## config.mk

```make
export PLATFORM = sky130hd
export DESIGN_NAME = tcp_top
export DESIGN_NICKNAME = d
export VERILOG_FILES = /design/src/logic/tcp_pkg.sv /design/src/logic/tcp_tick.sv /design/src/logic/tcp_top.sv
export SDC_FILE = /design/constraint.sdc
export NUM_CORES = 1
export LEC_CHECK = 0
export BUFFER_PORTS_ARGS = -buffer_cell sky130_fd_sc_hd__buf_2
export CAP_MARGIN = 20
export CORE_MARGIN = 3
export CORE_UTILIZATION = 44
export DETAILED_ROUTE_END_ITERATION = 8
export HOLD_SLACK_MARGIN = 0.15
export SLEW_MARGIN = 20
export SYNTH_ARGS = -nofsm -noshare
export SYNTH_HDL_FRONTEND = slang
export SYNTH_SLANG_ARGS = --single-unit
```

## constraint.sdc

```tcl
create_clock -name clk -period 3 [get_ports clk]
set_input_delay 0.6 -clock clk [delete_from_list [all_inputs] [get_ports clk]]
set_output_delay 0.6 -clock clk [all_outputs]
set_load 0.05 [all_outputs]
```

## src/logic/tcp_pkg.sv

```systemverilog
// Package with register map, field layout, reset values and clock-select codes of the timer block.
// Overview of operation
// - Interval mode: counter equal to buffer toggles output, flags match, clears counter.
// - Capture mode: capture edge copies counter into reference, then clears counter.
// - Capture edge is selectable as rising or falling.
// - Capture mode raises overflow each time the counter wraps past 255.
// - Buffer loads reference on counter-clear write, on match and on overflow.
// - Match comparator uses the buffer copy, never the reference register directly.
// - Mode bit 0 selects interval, 1 selects capture; overflow only in capture.
// - Writing 1 to counter-clear clears counter; bit reads back 0; 0 does nothing.
// - Clock code 0000 stops, 0101 external rising, 0110 external falling; other codes below 1000 unavailable.
// - Timer B codes 1000 to 1111 divide system clock by 2 up to 2048.
// - Timer A prescaler divides system clock by 1 up to 1024.
// - Flags are requested only when enabled and clear on service acknowledge.
// - PWM period is period-high bits 1:0 above timer A reference.
// - PWM duty is period-high bits 3:2 above the duty low register.
// - Period lasts period plus one ticks; duty lasts duty plus one ticks.
// - A new duty value takes effect only at the next period start.
// - Changing only the period keeps the absolute duty time.
// - Polarity bit selects whether the duty portion is high or low.
// - Duty equal period holds active level; duty zero holds inactive level.
// - Timer A codes 0101/0110 external edges, 1000 to 1111 divided clocks, 0000 stop.
package tcp_pkg;
  // Register offsets on the 8-bit register port.
  localparam logic [7:0] TA_SCR_OFF = 8'hD0;
  localparam logic [7:0] TA_CNT_OFF = 8'hD1;
  localparam logic [7:0] TA_REF_OFF = 8'hD2;
  localparam logic [7:0] TB_SCR_OFF = 8'hD3;
  localparam logic [7:0] TB_CNT_OFF = 8'hD4;
  localparam logic [7:0] TB_REF_OFF = 8'hD5;
  localparam logic [7:0] IRQ_EN_OFF = 8'hD6;
  localparam logic [7:0] IRQ_FLAG_OFF = 8'hD7;
  localparam logic [7:0] CAP_EDGE_OFF = 8'hD8;
  localparam logic [7:0] PWM_SCR_OFF = 8'hE2;
  localparam logic [7:0] PWM_PDH_OFF = 8'hE3;
  localparam logic [7:0] PWM_DUTY_OFF = 8'hE6;
  // Field positions.
  localparam int MS_BIT = 5;
  localparam int CC_BIT = 4;
  localparam int POL_BIT = 7;
  localparam int PWMS_BIT = 6;
  // Reset values.
  localparam logic [7:0] SCR_RST = 8'h00;
  localparam logic [7:0] REF_RST = 8'h00;
  localparam logic [3:0] IRQ_EN_RST = 4'h0;
  localparam logic [1:0] CAP_EDGE_RST = 2'h3;
  localparam logic [3:0] PWM_PDH_RST = 4'h0;
  localparam logic [7:0] PWM_DUTY_RST = 8'hFF;
  // Clock-select codes; codes with bit 3 set pick a prescaler tap.
  typedef enum logic [3:0] {
    TCP_CS_STOP = 4'h0,
    TCP_CS_EXT_RISE = 4'h5,
    TCP_CS_EXT_FALL = 4'h6
  } tcp_cs_t;
  localparam int PRE_W = 11;
  // Prescaler taps as powers of two for the eight divided-clock codes.
  localparam logic [7:0][3:0] TA_SHIFTS = {4'hA, 4'h8, 4'h6, 4'h4, 4'h3, 4'h2, 4'h1, 4'h0};
  localparam logic [7:0][3:0] TB_SHIFTS = {4'hB, 4'h9, 4'h7, 4'h5, 4'h4, 4'h3, 4'h2, 4'h1};
endpackage : tcp_pkg

```

## src/logic/tcp_tick.sv

```systemverilog
// Clock-source selector: prescaler taps and synchronised external clock edges.
`timescale 1ns/1ps
`default_nettype none
module tcp_tick #(
  parameter logic [7:0][3:0] SHIFTS = tcp_pkg::TA_SHIFTS
) (
  input wire logic clk,
  input wire logic arst_n,
  input wire logic ce,
  input wire logic [3:0] clock_select,
  input wire logic ext_clock_pin,
  output logic tick
);
  import tcp_pkg::*;

  logic [PRE_W-1:0] pre;
  logic ext_s1;
  logic ext_s2;
  logic ext_s3;

  // True when the low bits of the prescaler are all ones, once per 2**sh clocks.
  function automatic logic pre_hit(input logic [PRE_W-1:0] c, input logic [3:0] sh);
    logic [PRE_W:0] m;
    m = ({{PRE_W{1'b0}}, 1'b1} << sh) - {{PRE_W{1'b0}}, 1'b1};
    return (c & m[PRE_W-1:0]) == m[PRE_W-1:0];
  endfunction : pre_hit

  // Free-running prescaler; all taps share it so no divider ever restarts.
  always_ff @(posedge clk or negedge arst_n) begin
    if (!arst_n) begin
      pre <= '0;
    end else if (ce) begin
      pre <= pre + {{(PRE_W-1){1'b0}}, 1'b1};
    end
  end

  // The pin is asynchronous; two stages settle it, the third gives the edge.
  always_ff @(posedge clk or negedge arst_n) begin
    if (!arst_n) begin
      ext_s1 <= 1'b0;
      ext_s2 <= 1'b0;
      ext_s3 <= 1'b0;
    end else if (ce) begin
      ext_s1 <= ext_clock_pin;
      ext_s2 <= ext_s1;
      ext_s3 <= ext_s2;
    end
  end

  // One-cycle count enable for the selected source.
  always_comb begin
    tick = 1'b0;
    if (clock_select == TCP_CS_STOP) begin
      tick = 1'b0;
    end else if (clock_select == TCP_CS_EXT_RISE) begin
      tick = ce & ext_s2 & ~ext_s3;
    end else if (clock_select == TCP_CS_EXT_FALL) begin
      tick = ce & ~ext_s2 & ext_s3;
    end else if (clock_select[3]) begin
      tick = ce & pre_hit(pre, SHIFTS[clock_select[2:0]]);
    end
  end
endmodule : tcp_tick
`default_nettype wire

```

## src/logic/tcp_top.sv

```systemverilog
// Two 8-bit interval/capture timers with a 10-bit PWM sharing timer A.
`timescale 1ns/1ps
`default_nettype none
module tcp_top (
  input wire logic clk,
  input wire logic arst_n,
  input wire logic ce,
  input wire logic [7:0] addr,
  input wire logic [7:0] wdata,
  input wire logic wr,
  input wire logic rd,
  output logic [7:0] rdata,
  input wire logic ext_clock_a,
  input wire logic ext_clock_b,
  input wire logic capture_a_input,
  input wire logic capture_b_input,
  input wire logic [3:0] irq_ack,
  output logic [3:0] irq_req,
  output logic timer_a_toggle_out,
  output logic timer_b_toggle_out
);
  import tcp_pkg::*;

  // Index 0 is timer A, index 1 is timer B.
  logic [5:0] scr [2];
  logic [7:0] cnt [2];
  logic [7:0] ref_q [2];
  logic [7:0] buf_q [2];
  logic [1:0] tog;
  logic [1:0] tick;
  logic [1:0] clr_wr;
  logic [1:0] cap_mode;
  logic [1:0] match_ev;
  logic [1:0] ovf_ev;
  logic [1:0] cap_ev;
  logic [1:0] cap_s1;
  logic [1:0] cap_s2;
  logic [1:0] cap_s3;
  logic [1:0] cap_edge;
  logic [3:0] irq_en;
  logic [3:0] irq_flag;
  logic [3:0] irq_set;
  logic pwm_pol;
  logic pwm_sel;
  logic [3:0] pwm_pdh;
  logic [7:0] pwm_duty;
  logic [9:0] pwm_cnt;
  logic [9:0] duty_l;
  logic [9:0] period;
  logic [9:0] duty;
  logic pwm_level;
  logic pwm_pin;
  logic [7:0] next_rdata;

  // Write decode shared by every register.
  function automatic logic wr_hit(input logic w, input logic [7:0] a, input logic [7:0] off);
    return w && (a == off);
  endfunction : wr_hit

  // Clock sources of both timers.
  tcp_tick #(
    .SHIFTS(TA_SHIFTS)
  ) u_tick_a (
    .clk(clk),
    .arst_n(arst_n),
    .ce(ce),
    .clock_select(scr[0][3:0]),
    .ext_clock_pin(ext_clock_a),
    .tick(tick[0])
  );

  tcp_tick #(
    .SHIFTS(TB_SHIFTS)
  ) u_tick_b (
    .clk(clk),
    .arst_n(arst_n),
    .ce(ce),
    .clock_select(scr[1][3:0]),
    .ext_clock_pin(ext_clock_b),
    .tick(tick[1])
  );

  // Capture pins come from outside, so they are synchronised before edge detection.
  always_ff @(posedge clk or negedge arst_n) begin
    if (!arst_n) begin
      cap_s1 <= 2'h0;
      cap_s2 <= 2'h0;
      cap_s3 <= 2'h0;
    end else if (ce) begin
      cap_s1 <= {capture_b_input, capture_a_input};
      cap_s2 <= cap_s1;
      cap_s3 <= cap_s2;
    end
  end

  // Timer events; timer A's match and overflow are held while it runs as the PWM.
  always_comb begin
    for (int i = 0; i < 2; i++) begin
      clr_wr[i] = ce && wr_hit(wr, addr, (i == 0) ? TA_SCR_OFF : TB_SCR_OFF) && wdata[CC_BIT];
      cap_mode[i] = scr[i][MS_BIT];
      match_ev[i] = tick[i] && !cap_mode[i] && (cnt[i] == buf_q[i])
                    && !(i == 0 && pwm_sel);
      ovf_ev[i] = tick[i] && cap_mode[i] && (cnt[i] == 8'hFF)
                  && !(i == 0 && pwm_sel);
      cap_ev[i] = ce && cap_mode[i] && (cap_edge[i] ? (cap_s2[i] & ~cap_s3[i])
                                                   : (~cap_s2[i] & cap_s3[i]));
    end
  end

  // Control registers; the counter-clear bit is a strobe and is never stored.
  always_ff @(posedge clk or negedge arst_n) begin
    if (!arst_n) begin
      scr[0] <= SCR_RST[5:0];
      scr[1] <= SCR_RST[5:0];
      irq_en <= IRQ_EN_RST;
      cap_edge <= CAP_EDGE_RST;
    end else if (ce) begin
      if (wr_hit(wr, addr, TA_SCR_OFF)) begin
        scr[0] <= {wdata[MS_BIT], 1'b0, wdata[3:0]};
      end
      if (wr_hit(wr, addr, TB_SCR_OFF)) begin
        scr[1] <= {wdata[MS_BIT], 1'b0, wdata[3:0]};
      end
      if (wr_hit(wr, addr, IRQ_EN_OFF)) begin
        irq_en <= wdata[3:0];
      end
      if (wr_hit(wr, addr, CAP_EDGE_OFF)) begin
        cap_edge <= wdata[1:0];
      end
    end
  end

  // Reference registers; a capture wins over a software write in the same cycle.
  always_ff @(posedge clk or negedge arst_n) begin
    if (!arst_n) begin
      ref_q[0] <= REF_RST;
      ref_q[1] <= REF_RST;
    end else if (ce) begin
      for (int i = 0; i < 2; i++) begin
        if (cap_ev[i]) begin
          ref_q[i] <= cnt[i];
        end else if (wr_hit(wr, addr, (i == 0) ? TA_REF_OFF : TB_REF_OFF)) begin
          ref_q[i] <= wdata;
        end
      end
    end
  end

  // Compare buffers reload at start, match and overflow, so a new reference
  // written mid-count never truncates the interval in progress.
  always_ff @(posedge clk or negedge arst_n) begin
    if (!arst_n) begin
      buf_q[0] <= REF_RST;
      buf_q[1] <= REF_RST;
    end else if (ce) begin
      for (int i = 0; i < 2; i++) begin
        if (clr_wr[i] || match_ev[i] || ovf_ev[i]) begin
          buf_q[i] <= ref_q[i];
        end
      end
    end
  end

  // Counters: clear strobe, then capture, then match, then plain count.
  always_ff @(posedge clk or negedge arst_n) begin
    if (!arst_n) begin
      cnt[0] <= 8'h00;
      cnt[1] <= 8'h00;
    end else if (ce) begin
      for (int i = 0; i < 2; i++) begin
        if (clr_wr[i]) begin
          cnt[i] <= 8'h00;
        end else if (cap_ev[i]) begin
          cnt[i] <= 8'h00;
        end else if (match_ev[i]) begin
          cnt[i] <= 8'h00;
        end else if (tick[i] && !(i == 0 && pwm_sel)) begin
          cnt[i] <= cnt[i] + 8'h01;
        end
      end
    end
  end

  // Toggle outputs flip on every match.
  always_ff @(posedge clk or negedge arst_n) begin
    if (!arst_n) begin
      tog <= 2'h0;
    end else if (ce) begin
      for (int i = 0; i < 2; i++) begin
        if (match_ev[i]) begin
          tog[i] <= ~tog[i];
        end
      end
    end
  end

  // Flag order: {b_ovf, b_match, a_ovf, a_match}; a set beats an acknowledge.
  assign irq_set = {ovf_ev[1], match_ev[1], ovf_ev[0], match_ev[0]} & irq_en;

  always_ff @(posedge clk or negedge arst_n) begin
    if (!arst_n) begin
      irq_flag <= 4'h0;
    end else if (ce) begin
      irq_flag <= (irq_flag & ~irq_ack) | irq_set;
    end
  end

  assign irq_req = irq_flag;

  // PWM control registers.
  always_ff @(posedge clk or negedge arst_n) begin
    if (!arst_n) begin
      pwm_pol <= 1'b0;
      pwm_sel <= 1'b0;
      pwm_pdh <= PWM_PDH_RST;
      pwm_duty <= PWM_DUTY_RST;
    end else if (ce) begin
      if (wr_hit(wr, addr, PWM_SCR_OFF)) begin
        pwm_pol <= wdata[POL_BIT];
        pwm_sel <= wdata[PWMS_BIT];
      end
      if (wr_hit(wr, addr, PWM_PDH_OFF)) begin
        pwm_pdh <= wdata[3:0];
      end
      if (wr_hit(wr, addr, PWM_DUTY_OFF)) begin
        pwm_duty <= wdata;
      end
    end
  end

  assign period = {pwm_pdh[1:0], ref_q[0]};
  assign duty = {pwm_pdh[3:2], pwm_duty};

  // The period is compared live so a period change keeps the duty time,
  // while the duty is latched only at a period boundary.
  always_ff @(posedge clk or negedge arst_n) begin
    if (!arst_n) begin
      pwm_cnt <= 10'h000;
      duty_l <= {2'h0, PWM_DUTY_RST};
    end else if (ce) begin
      if (!pwm_sel || clr_wr[0]) begin
        pwm_cnt <= 10'h000;
        duty_l <= duty;
      end else if (tick[0]) begin
        if (pwm_cnt >= period) begin
          pwm_cnt <= 10'h000;
          duty_l <= duty;
        end else begin
          pwm_cnt <= pwm_cnt + 10'h001;
        end
      end
    end
  end

  // Active for duty+1 ticks; a zero duty never goes active.
  assign pwm_level = pwm_pol ~^ ((duty_l != 10'h000) && (pwm_cnt <= duty_l));

  // Output pins are registered; timer A's pin carries the PWM when selected.
  always_ff @(posedge clk or negedge arst_n) begin
    if (!arst_n) begin
      pwm_pin <= 1'b0;
    end else if (ce) begin
      pwm_pin <= pwm_sel ? pwm_level : tog[0];
    end
  end

  assign timer_a_toggle_out = pwm_pin;
  assign timer_b_toggle_out = tog[1];

  // Read mux; unmapped addresses read zero, the clear bit always reads zero.
  always_comb begin
    next_rdata = 8'h00;
    unique case (addr)
      TA_SCR_OFF: next_rdata = {2'h0, scr[0][5], 1'b0, scr[0][3:0]};
      TA_CNT_OFF: next_rdata = cnt[0];
      TA_REF_OFF: next_rdata = ref_q[0];
      TB_SCR_OFF: next_rdata = {2'h0, scr[1][5], 1'b0, scr[1][3:0]};
      TB_CNT_OFF: next_rdata = cnt[1];
      TB_REF_OFF: next_rdata = ref_q[1];
      IRQ_EN_OFF: next_rdata = {4'h0, irq_en};
      IRQ_FLAG_OFF: next_rdata = {4'h0, irq_flag};
      CAP_EDGE_OFF: next_rdata = {6'h00, cap_edge};
      PWM_SCR_OFF: next_rdata = {pwm_pol, pwm_sel, 6'h00};
      PWM_PDH_OFF: next_rdata = {4'h0, pwm_pdh};
      PWM_DUTY_OFF: next_rdata = pwm_duty;
      default: next_rdata = 8'h00;
    endcase
  end

  // Read data stands only in the cycle after the read strobe.
  always_ff @(posedge clk or negedge arst_n) begin
    if (!arst_n) begin
      rdata <= 8'h00;
    end else if (ce) begin
      rdata <= rd ? next_rdata : 8'h00;
    end
  end

  // A match clears the counter and flips the toggle in the same edge.
  match_clear_a: assert property (@(posedge clk) disable iff (!arst_n)
    match_ev[1] && !clr_wr[1] && !cap_ev[1] |=> cnt[1] == 8'h00 && tog[1] != $past(tog[1]))
    else $error("match did not clear counter and toggle output");

  // A capture copies the old count and restarts; only timer B's capture is checked here.
  capture_load_a: assert property (@(posedge clk) disable iff (!arst_n)
    cap_ev[1] && !clr_wr[1] |=> ref_q[1] == $past(cnt[1]) && cnt[1] == 8'h00)
    else $error("capture did not load reference and clear counter");

  // Overflow at 255 sets an enabled flag and wraps.
  ovf_flag_a: assert property (@(posedge clk) disable iff (!arst_n)
    ovf_ev[1] && irq_en[3] && !clr_wr[1] && !cap_ev[1]
    |=> irq_flag[3] && cnt[1] == 8'h00)
    else $error("overflow did not set flag and wrap counter");

  // The clear strobe loads the buffer from the reference.
  buf_load_a: assert property (@(posedge clk) disable iff (!arst_n)
    clr_wr[0] |=> buf_q[0] == $past(ref_q[0]) && cnt[0] == 8'h00)
    else $error("clear strobe did not load buffer");

  // A stopped counter does not move without an event.
  stop_hold_a: assert property (@(posedge clk) disable iff (!arst_n)
    scr[1][3:0] == 4'h0 && !clr_wr[1] && !cap_ev[1] |=> $stable(cnt[1]))
    else $error("stopped counter moved");

  // An acknowledge clears a flag that is not set again.
  ack_clear_a: assert property (@(posedge clk) disable iff (!arst_n)
    ce && irq_ack[0] && !irq_set[0] |=> !irq_flag[0])
    else $error("acknowledge did not clear flag");

  // Duty only changes at a period boundary while the PWM runs.
  duty_hold_a: assert property (@(posedge clk) disable iff (!arst_n)
    pwm_sel && !clr_wr[0] && !(tick[0] && pwm_cnt >= period) ##1 pwm_sel |-> $stable(duty_l))
    else $error("duty changed inside a period");

  // Full duty holds the active level, zero duty the inactive one.
  pwm_edge_a: assert property (@(posedge clk) disable iff (!arst_n)
    pwm_sel && pwm_cnt <= period && duty_l != 10'h000 && duty_l == period
    |-> pwm_level == pwm_pol)
    else $error("full duty did not hold active level");

  pwm_zero_a: assert property (@(posedge clk) disable iff (!arst_n)
    pwm_sel && duty_l == 10'h000 |-> pwm_level == !pwm_pol)
    else $error("zero duty did not hold inactive level");
endmodule : tcp_top
`default_nettype wire

```

==> results by stage <==
Synth:
- For this run, the register share of the synthesized area comes to 45.2%.
- Synthesis produced a netlist with a net count of 847.
- The dominant combinational cell family by area after synthesis is simple AND/OR/NAND/NOR gates.
- The synthesized netlist devotes 16.3% of its cell area to simple gates.
- The synthesized netlist devotes 4.62% of its cell area to adder and majority cells.
- Measured against the total synthesized area, the mux share comes to 12.9%.
- The primary flip-flop cell chosen by synthesis mapping is sky130_fd_sc_hd__dfrtp_1.
- The synthesized design spends more area on one cell type than any other, namely sky130_fd_sc_hd__dfrtp_1.
- In this run, synthesis inferred 0 flip-flops with an integrated enable.
- The cell area that synthesis handed to floorplanning was 0.00812 mm2.
- The count of cell types in the netlist is 73.
- The portion of synthesized cell area occupied by the leading cell type is 39.4%.
- The average cell area after synthesis is 10.3 um2.
- Summing the areas of all compound-gate instances in the mapped netlist gives 13.2% of the synthesized area.
- The warning count from the yosys run is 0.
- For this run, asynchronously set or reset flops after synthesis account for 100%.
- By area the synthesized netlist is led by sky130_fd_sc_hd__dfrtp_1 39%, sky130_fd_sc_hd__mux2_2 7.5%, sky130_fd_sc_hd__dfstp_2 5.8%.
- Synthesis produced 788 cells.
- In this run, synthesis produced a sequential element count of 146.
- Summing the areas of all xor and xnor instances in the mapped netlist gives 4.20% of the synthesized area.

Floorplanning:
- The die span in x is 142 um.
- The initial utilization of the core area, before any placement, comes to 45.1%.
- The overall die height is 142 um.
- The number of cell rows is 49.
- The die outline area is 0.0201 mm2.
- During I/O placement, the number of pins put on the boundary was 43.
- The region available for standard cell placement spans 0.0180 mm2.

CTS:
- The later-pin clock latency in the skew report is 0.43 ns.
- The CTS tree is yes.
- After clock tree synthesis, the clock-pin slew on the worst setup and hold paths is 0.06 ns.
- The number of clock buffers added by TritonCTS is 17.
- CTS built an H-tree with a depth of 4.
- In this run the clock root is driven by a sky130_fd_sc_hd__clkbuf_16.
- The count of clock tree sinks is 146.
- The longest clock path from root to sink contains 2 buffers.

Final layout:
- In the final layout, the share of cells above drive strength 1 is 26.1%.
- The number of fillers in the final layout is 1657.
- The multi-input combinational cells in the finished layout cover a total of 0.00422 mm2.
- The final instance area is 0.00950 mm2.
- The area growth from synthesis to layout is 17.0%.
- The final layout contains 924 nets.
- Measured on the finished design, the core utilization comes to 52.7%.
- The repair_antennas step left the layout with diodes totalling 0.
- Registers take 0.00368 mm2.

Status:
- The checks that failed: setup timing.
- The flow ran to the end, but the final reports show violations.

STA:
- The count of pins over their slew limit is 0.
- The hold violation count in the final report was 0.
- Headroom to the max-slew limit came out at 34.7%.
- The setup skew after layout is 0.0118 ns.
- Dividing the final minimum period by the clock period gives 103%.
- Counting I/O delays and the setup requirement, the final critical path takes 3.08 ns.
- Timing would allow up to 325 MHz.
- The worst hold slack after final layout is 0.405 ns.
- Setup violations remaining at the end of the flow were counted as 11.
- Setup repair after global routing could not meet its margin everywhere.
- In the post-route analysis, the smallest setup slack over all paths is -0.0806 ns.
- The worst-margin pin slew is 0.980 ns.

Drt:
- The DRC violation total after the first TritonRoute iteration is 331.
- The number of vias per cell is 5.72.
- The detail-routed net length per standard cell is 19.4 um.
- Before antenna repair, the detailed router went through 9 iterations.
- The count of nets left with antenna violations once routing finished came out at 0.
- The number of remaining DRC errors is 0.
- The routed layout has 6332 vias.
- Wires add up to 21500 um.

Setup path:
- In this run the register-to-register setup slack is -0.08 ns.
- Walking the worst path, the cells encountered are inv_2 > ha_4 > or4b_4 > ha_4 > o211ai_1 > a221oi_2 > nand4b_1 > o41ai_2 > buf_4 > o21ai_4 > nand2_8 > mux2_4.
- The data required time of the worst path is 3.31 ns.
- The number of buffer and inverter stages on the critical path is 2.
- The worst setup path category is flip-flop to flip-flop.
- The sort of element at the start of the critical path is a flip-flop.
- Data on the critical path arrives at its endpoint at 3.39 ns.
- On the critical path, the stage with the largest delay is an instance of sky130_fd_sc_hd__or4b_4.
- The kind of end point of the critical path is a flip-flop.
- The longest individual stage delay on the worst path is 0.50 ns.
- The maximum net fanout on the critical path is 8.
- Counting stages on the worst path, the most repeated cell is sky130_fd_sc_hd__ha_4.
- On the critical path the largest part of the delay comes from simple AND/OR/NAND/NOR gates.

Power and ir drop:
- For this design the ratio of total power to cell area is 551 mW/mm2.
- The reported leakage power is 4.30 nW.
- The largest vdd supply drop is 0.372 mV.

Placed design:
- After detailed placement, the total cell area comes to 0.00887 mm2.
- The estimated wirelength of the detail-placed design is 15900 um.
- The quantity of I/O buffers inserted on ports is 42.
- The placer's final routability congestion estimate is 0.898.

GRT:
- The number of antenna violations at the first check in global routing is 0.
- Entering global routing, the biggest net connects 57 pins.
- The overall overflow remaining after global route is 0.
- The via count of the first global-routing pass was 6603.
- Across every metal layer, demand over resource in global routing totals 22.2%.
- Global routing consumed, on the met3 layer, 4.85% of the routing resources.
- The met1 layer usage reported by global route is 29.6%.
- The met2 layer usage reported by global route is 36.2%.
- The wire length of the first global-routing pass is 35200 um.
- After global routing, the most crowded layer is met2.

Run:
- Across the run, the number of max-cap violations was 0.

Worst hold path:
- In this run the worst hold path is classified as input pin to flip-flop.
per-stage QoR:
stage / setup WS, ns / power, mW / setup TNS (ns) / std cells
CTS: -0.107 / 5.29 / -0.952 / 1106
detailed placement: -0.134 / 3.18 / -1.33 / 1072
global route: -0.206 / 5.50 / -2.84 / 1107
finish: -0.0806 / 5.24 / -0.655 / 1107
global placement: -0.0659 / 3.14 / -0.564 / 1072
floorplan: -0.108 / 2.86 / -0.867 / 788
cells in the mapped netlist, types with 10 or more instances:
| master | n |
|---|---|
| sky130_fd_sc_hd__dfstp_2 | 18 |
| sky130_fd_sc_hd__o21ai_0 | 54 |
| sky130_fd_sc_hd__nand3_1 | 25 |
| sky130_fd_sc_hd__nor2_1 | 35 |
| sky130_fd_sc_hd__mux2_2 | 54 |
| sky130_fd_sc_hd__mux2i_1 | 21 |
| sky130_fd_sc_hd__a21oi_1 | 30 |
| sky130_fd_sc_hd__inv_1 | 44 |
| sky130_fd_sc_hd__ha_1 | 30 |
| sky130_fd_sc_hd__nand4_1 | 10 |
| sky130_fd_sc_hd__and3_1 | 17 |
| sky130_fd_sc_hd__dfrtp_1 | 128 |
| sky130_fd_sc_hd__nand2_1 | 84 |
| sky130_fd_sc_hd__clkbuf_1 | 20 |
| sky130_fd_sc_hd__xnor2_1 | 25 |
| sky130_fd_sc_hd__a22o_1 | 13 |
| sky130_fd_sc_hd__xor2_1 | 14 |
cell type report:
cell class | instances | area share, %
repair buffers | 87 | 5.99
inverters | 44 | 1.76
clock buffers | 23 | 5.27
multi-input cells | 569 | 44.4
well taps | 229 | 3.01
clock inverters | 9 | 0.829
flip-flops and latches | 146 | 38.7
logic make-up (layout without fill, tap and decap cells):
| logic type | count (synthesis) | count (layout) |
|---|---|---|
| flops | 146 | 146 |
| buf+inv | 73 | 163 |
| mux | 90 | 90 |
| fa+ha+maj | 30 | 30 |
| simple gates | 245 | 245 |
| xor+xnor | 39 | 39 |
| compound gates | 165 | 165 |
report_power, final:
group	internal (mW)	leakage, nW	switching [mW]
registers	2.15	1.89	0.205
clock network	1.26	0.291	0.838
logic	0.346	2.12	0.440
total	3.76	4.30	1.48
metal layers:
layer	share of wire [%]	up-vias	wire (um)
li1	-	2991	-
met1	45	3138	9630
met2	48	175	10400
met3	4.9	28	1060
met4	2.0	0	439
met5	0	-	0
path summary, 6_finish.rpt:
check	from	end	cells past startpoint
worst min register to register	tog[0]	tog[0]	1
worst min-delay path	capture_b_input	cap_s1[1]	2
max in group asynchronous	arst_n	cap_s3[0]	3
min in group asynchronous	arst_n	buf_q[13]	2
worst max-delay path	scr[1]	buf_q[1]	12
worst max register to register	scr[1]	buf_q[1]	12
registers in the layout, summed over array words and instances, names as in the netlist, 2 cells and up:
register / cells
pwm_duty: 8
irq_req: 4
irq_en: 4
pwm_cnt: 10
cap_s3: 2
cap_s2: 2
ref_q: 8
u_tick_b.pre: 11
pwm_pdh: 4
cap_s1: 2
u_tick_a.pre: 10
cap_edge: 2
cap_mode: 2
tog: 2
rdata: 8
scr: 8
duty_l: 10
cnt: 16
buf_q: 16
period: 8
placed cells by master (no fill, tap or decap), types with 19 or more instances in the layout:
master	instances
sky130_fd_sc_hd__nor2_1	34
sky130_fd_sc_hd__ha_1	27
sky130_fd_sc_hd__buf_2	41
sky130_fd_sc_hd__dfrtp_1	126
sky130_fd_sc_hd__buf_4	43
sky130_fd_sc_hd__mux2i_1	21
sky130_fd_sc_hd__nand2_1	84
sky130_fd_sc_hd__mux2_2	53
sky130_fd_sc_hd__o21ai_0	54
sky130_fd_sc_hd__nand3_1	25
sky130_fd_sc_hd__inv_1	42
sky130_fd_sc_hd__xnor2_1	25
sky130_fd_sc_hd__a21oi_1	29
sky130_fd_sc_hd__clkbuf_16	19
timing repair:
action                                  CTS  global route
pin swaps                                 6             1
resized for setup                         3             4
cloned                                    0             0
setup buffers                             1             1
endpoints found under the setup margin   16            18
endpoints found under the hold margin    14             0
hold buffers                              1             0
(Power assumes the default switching activity.)
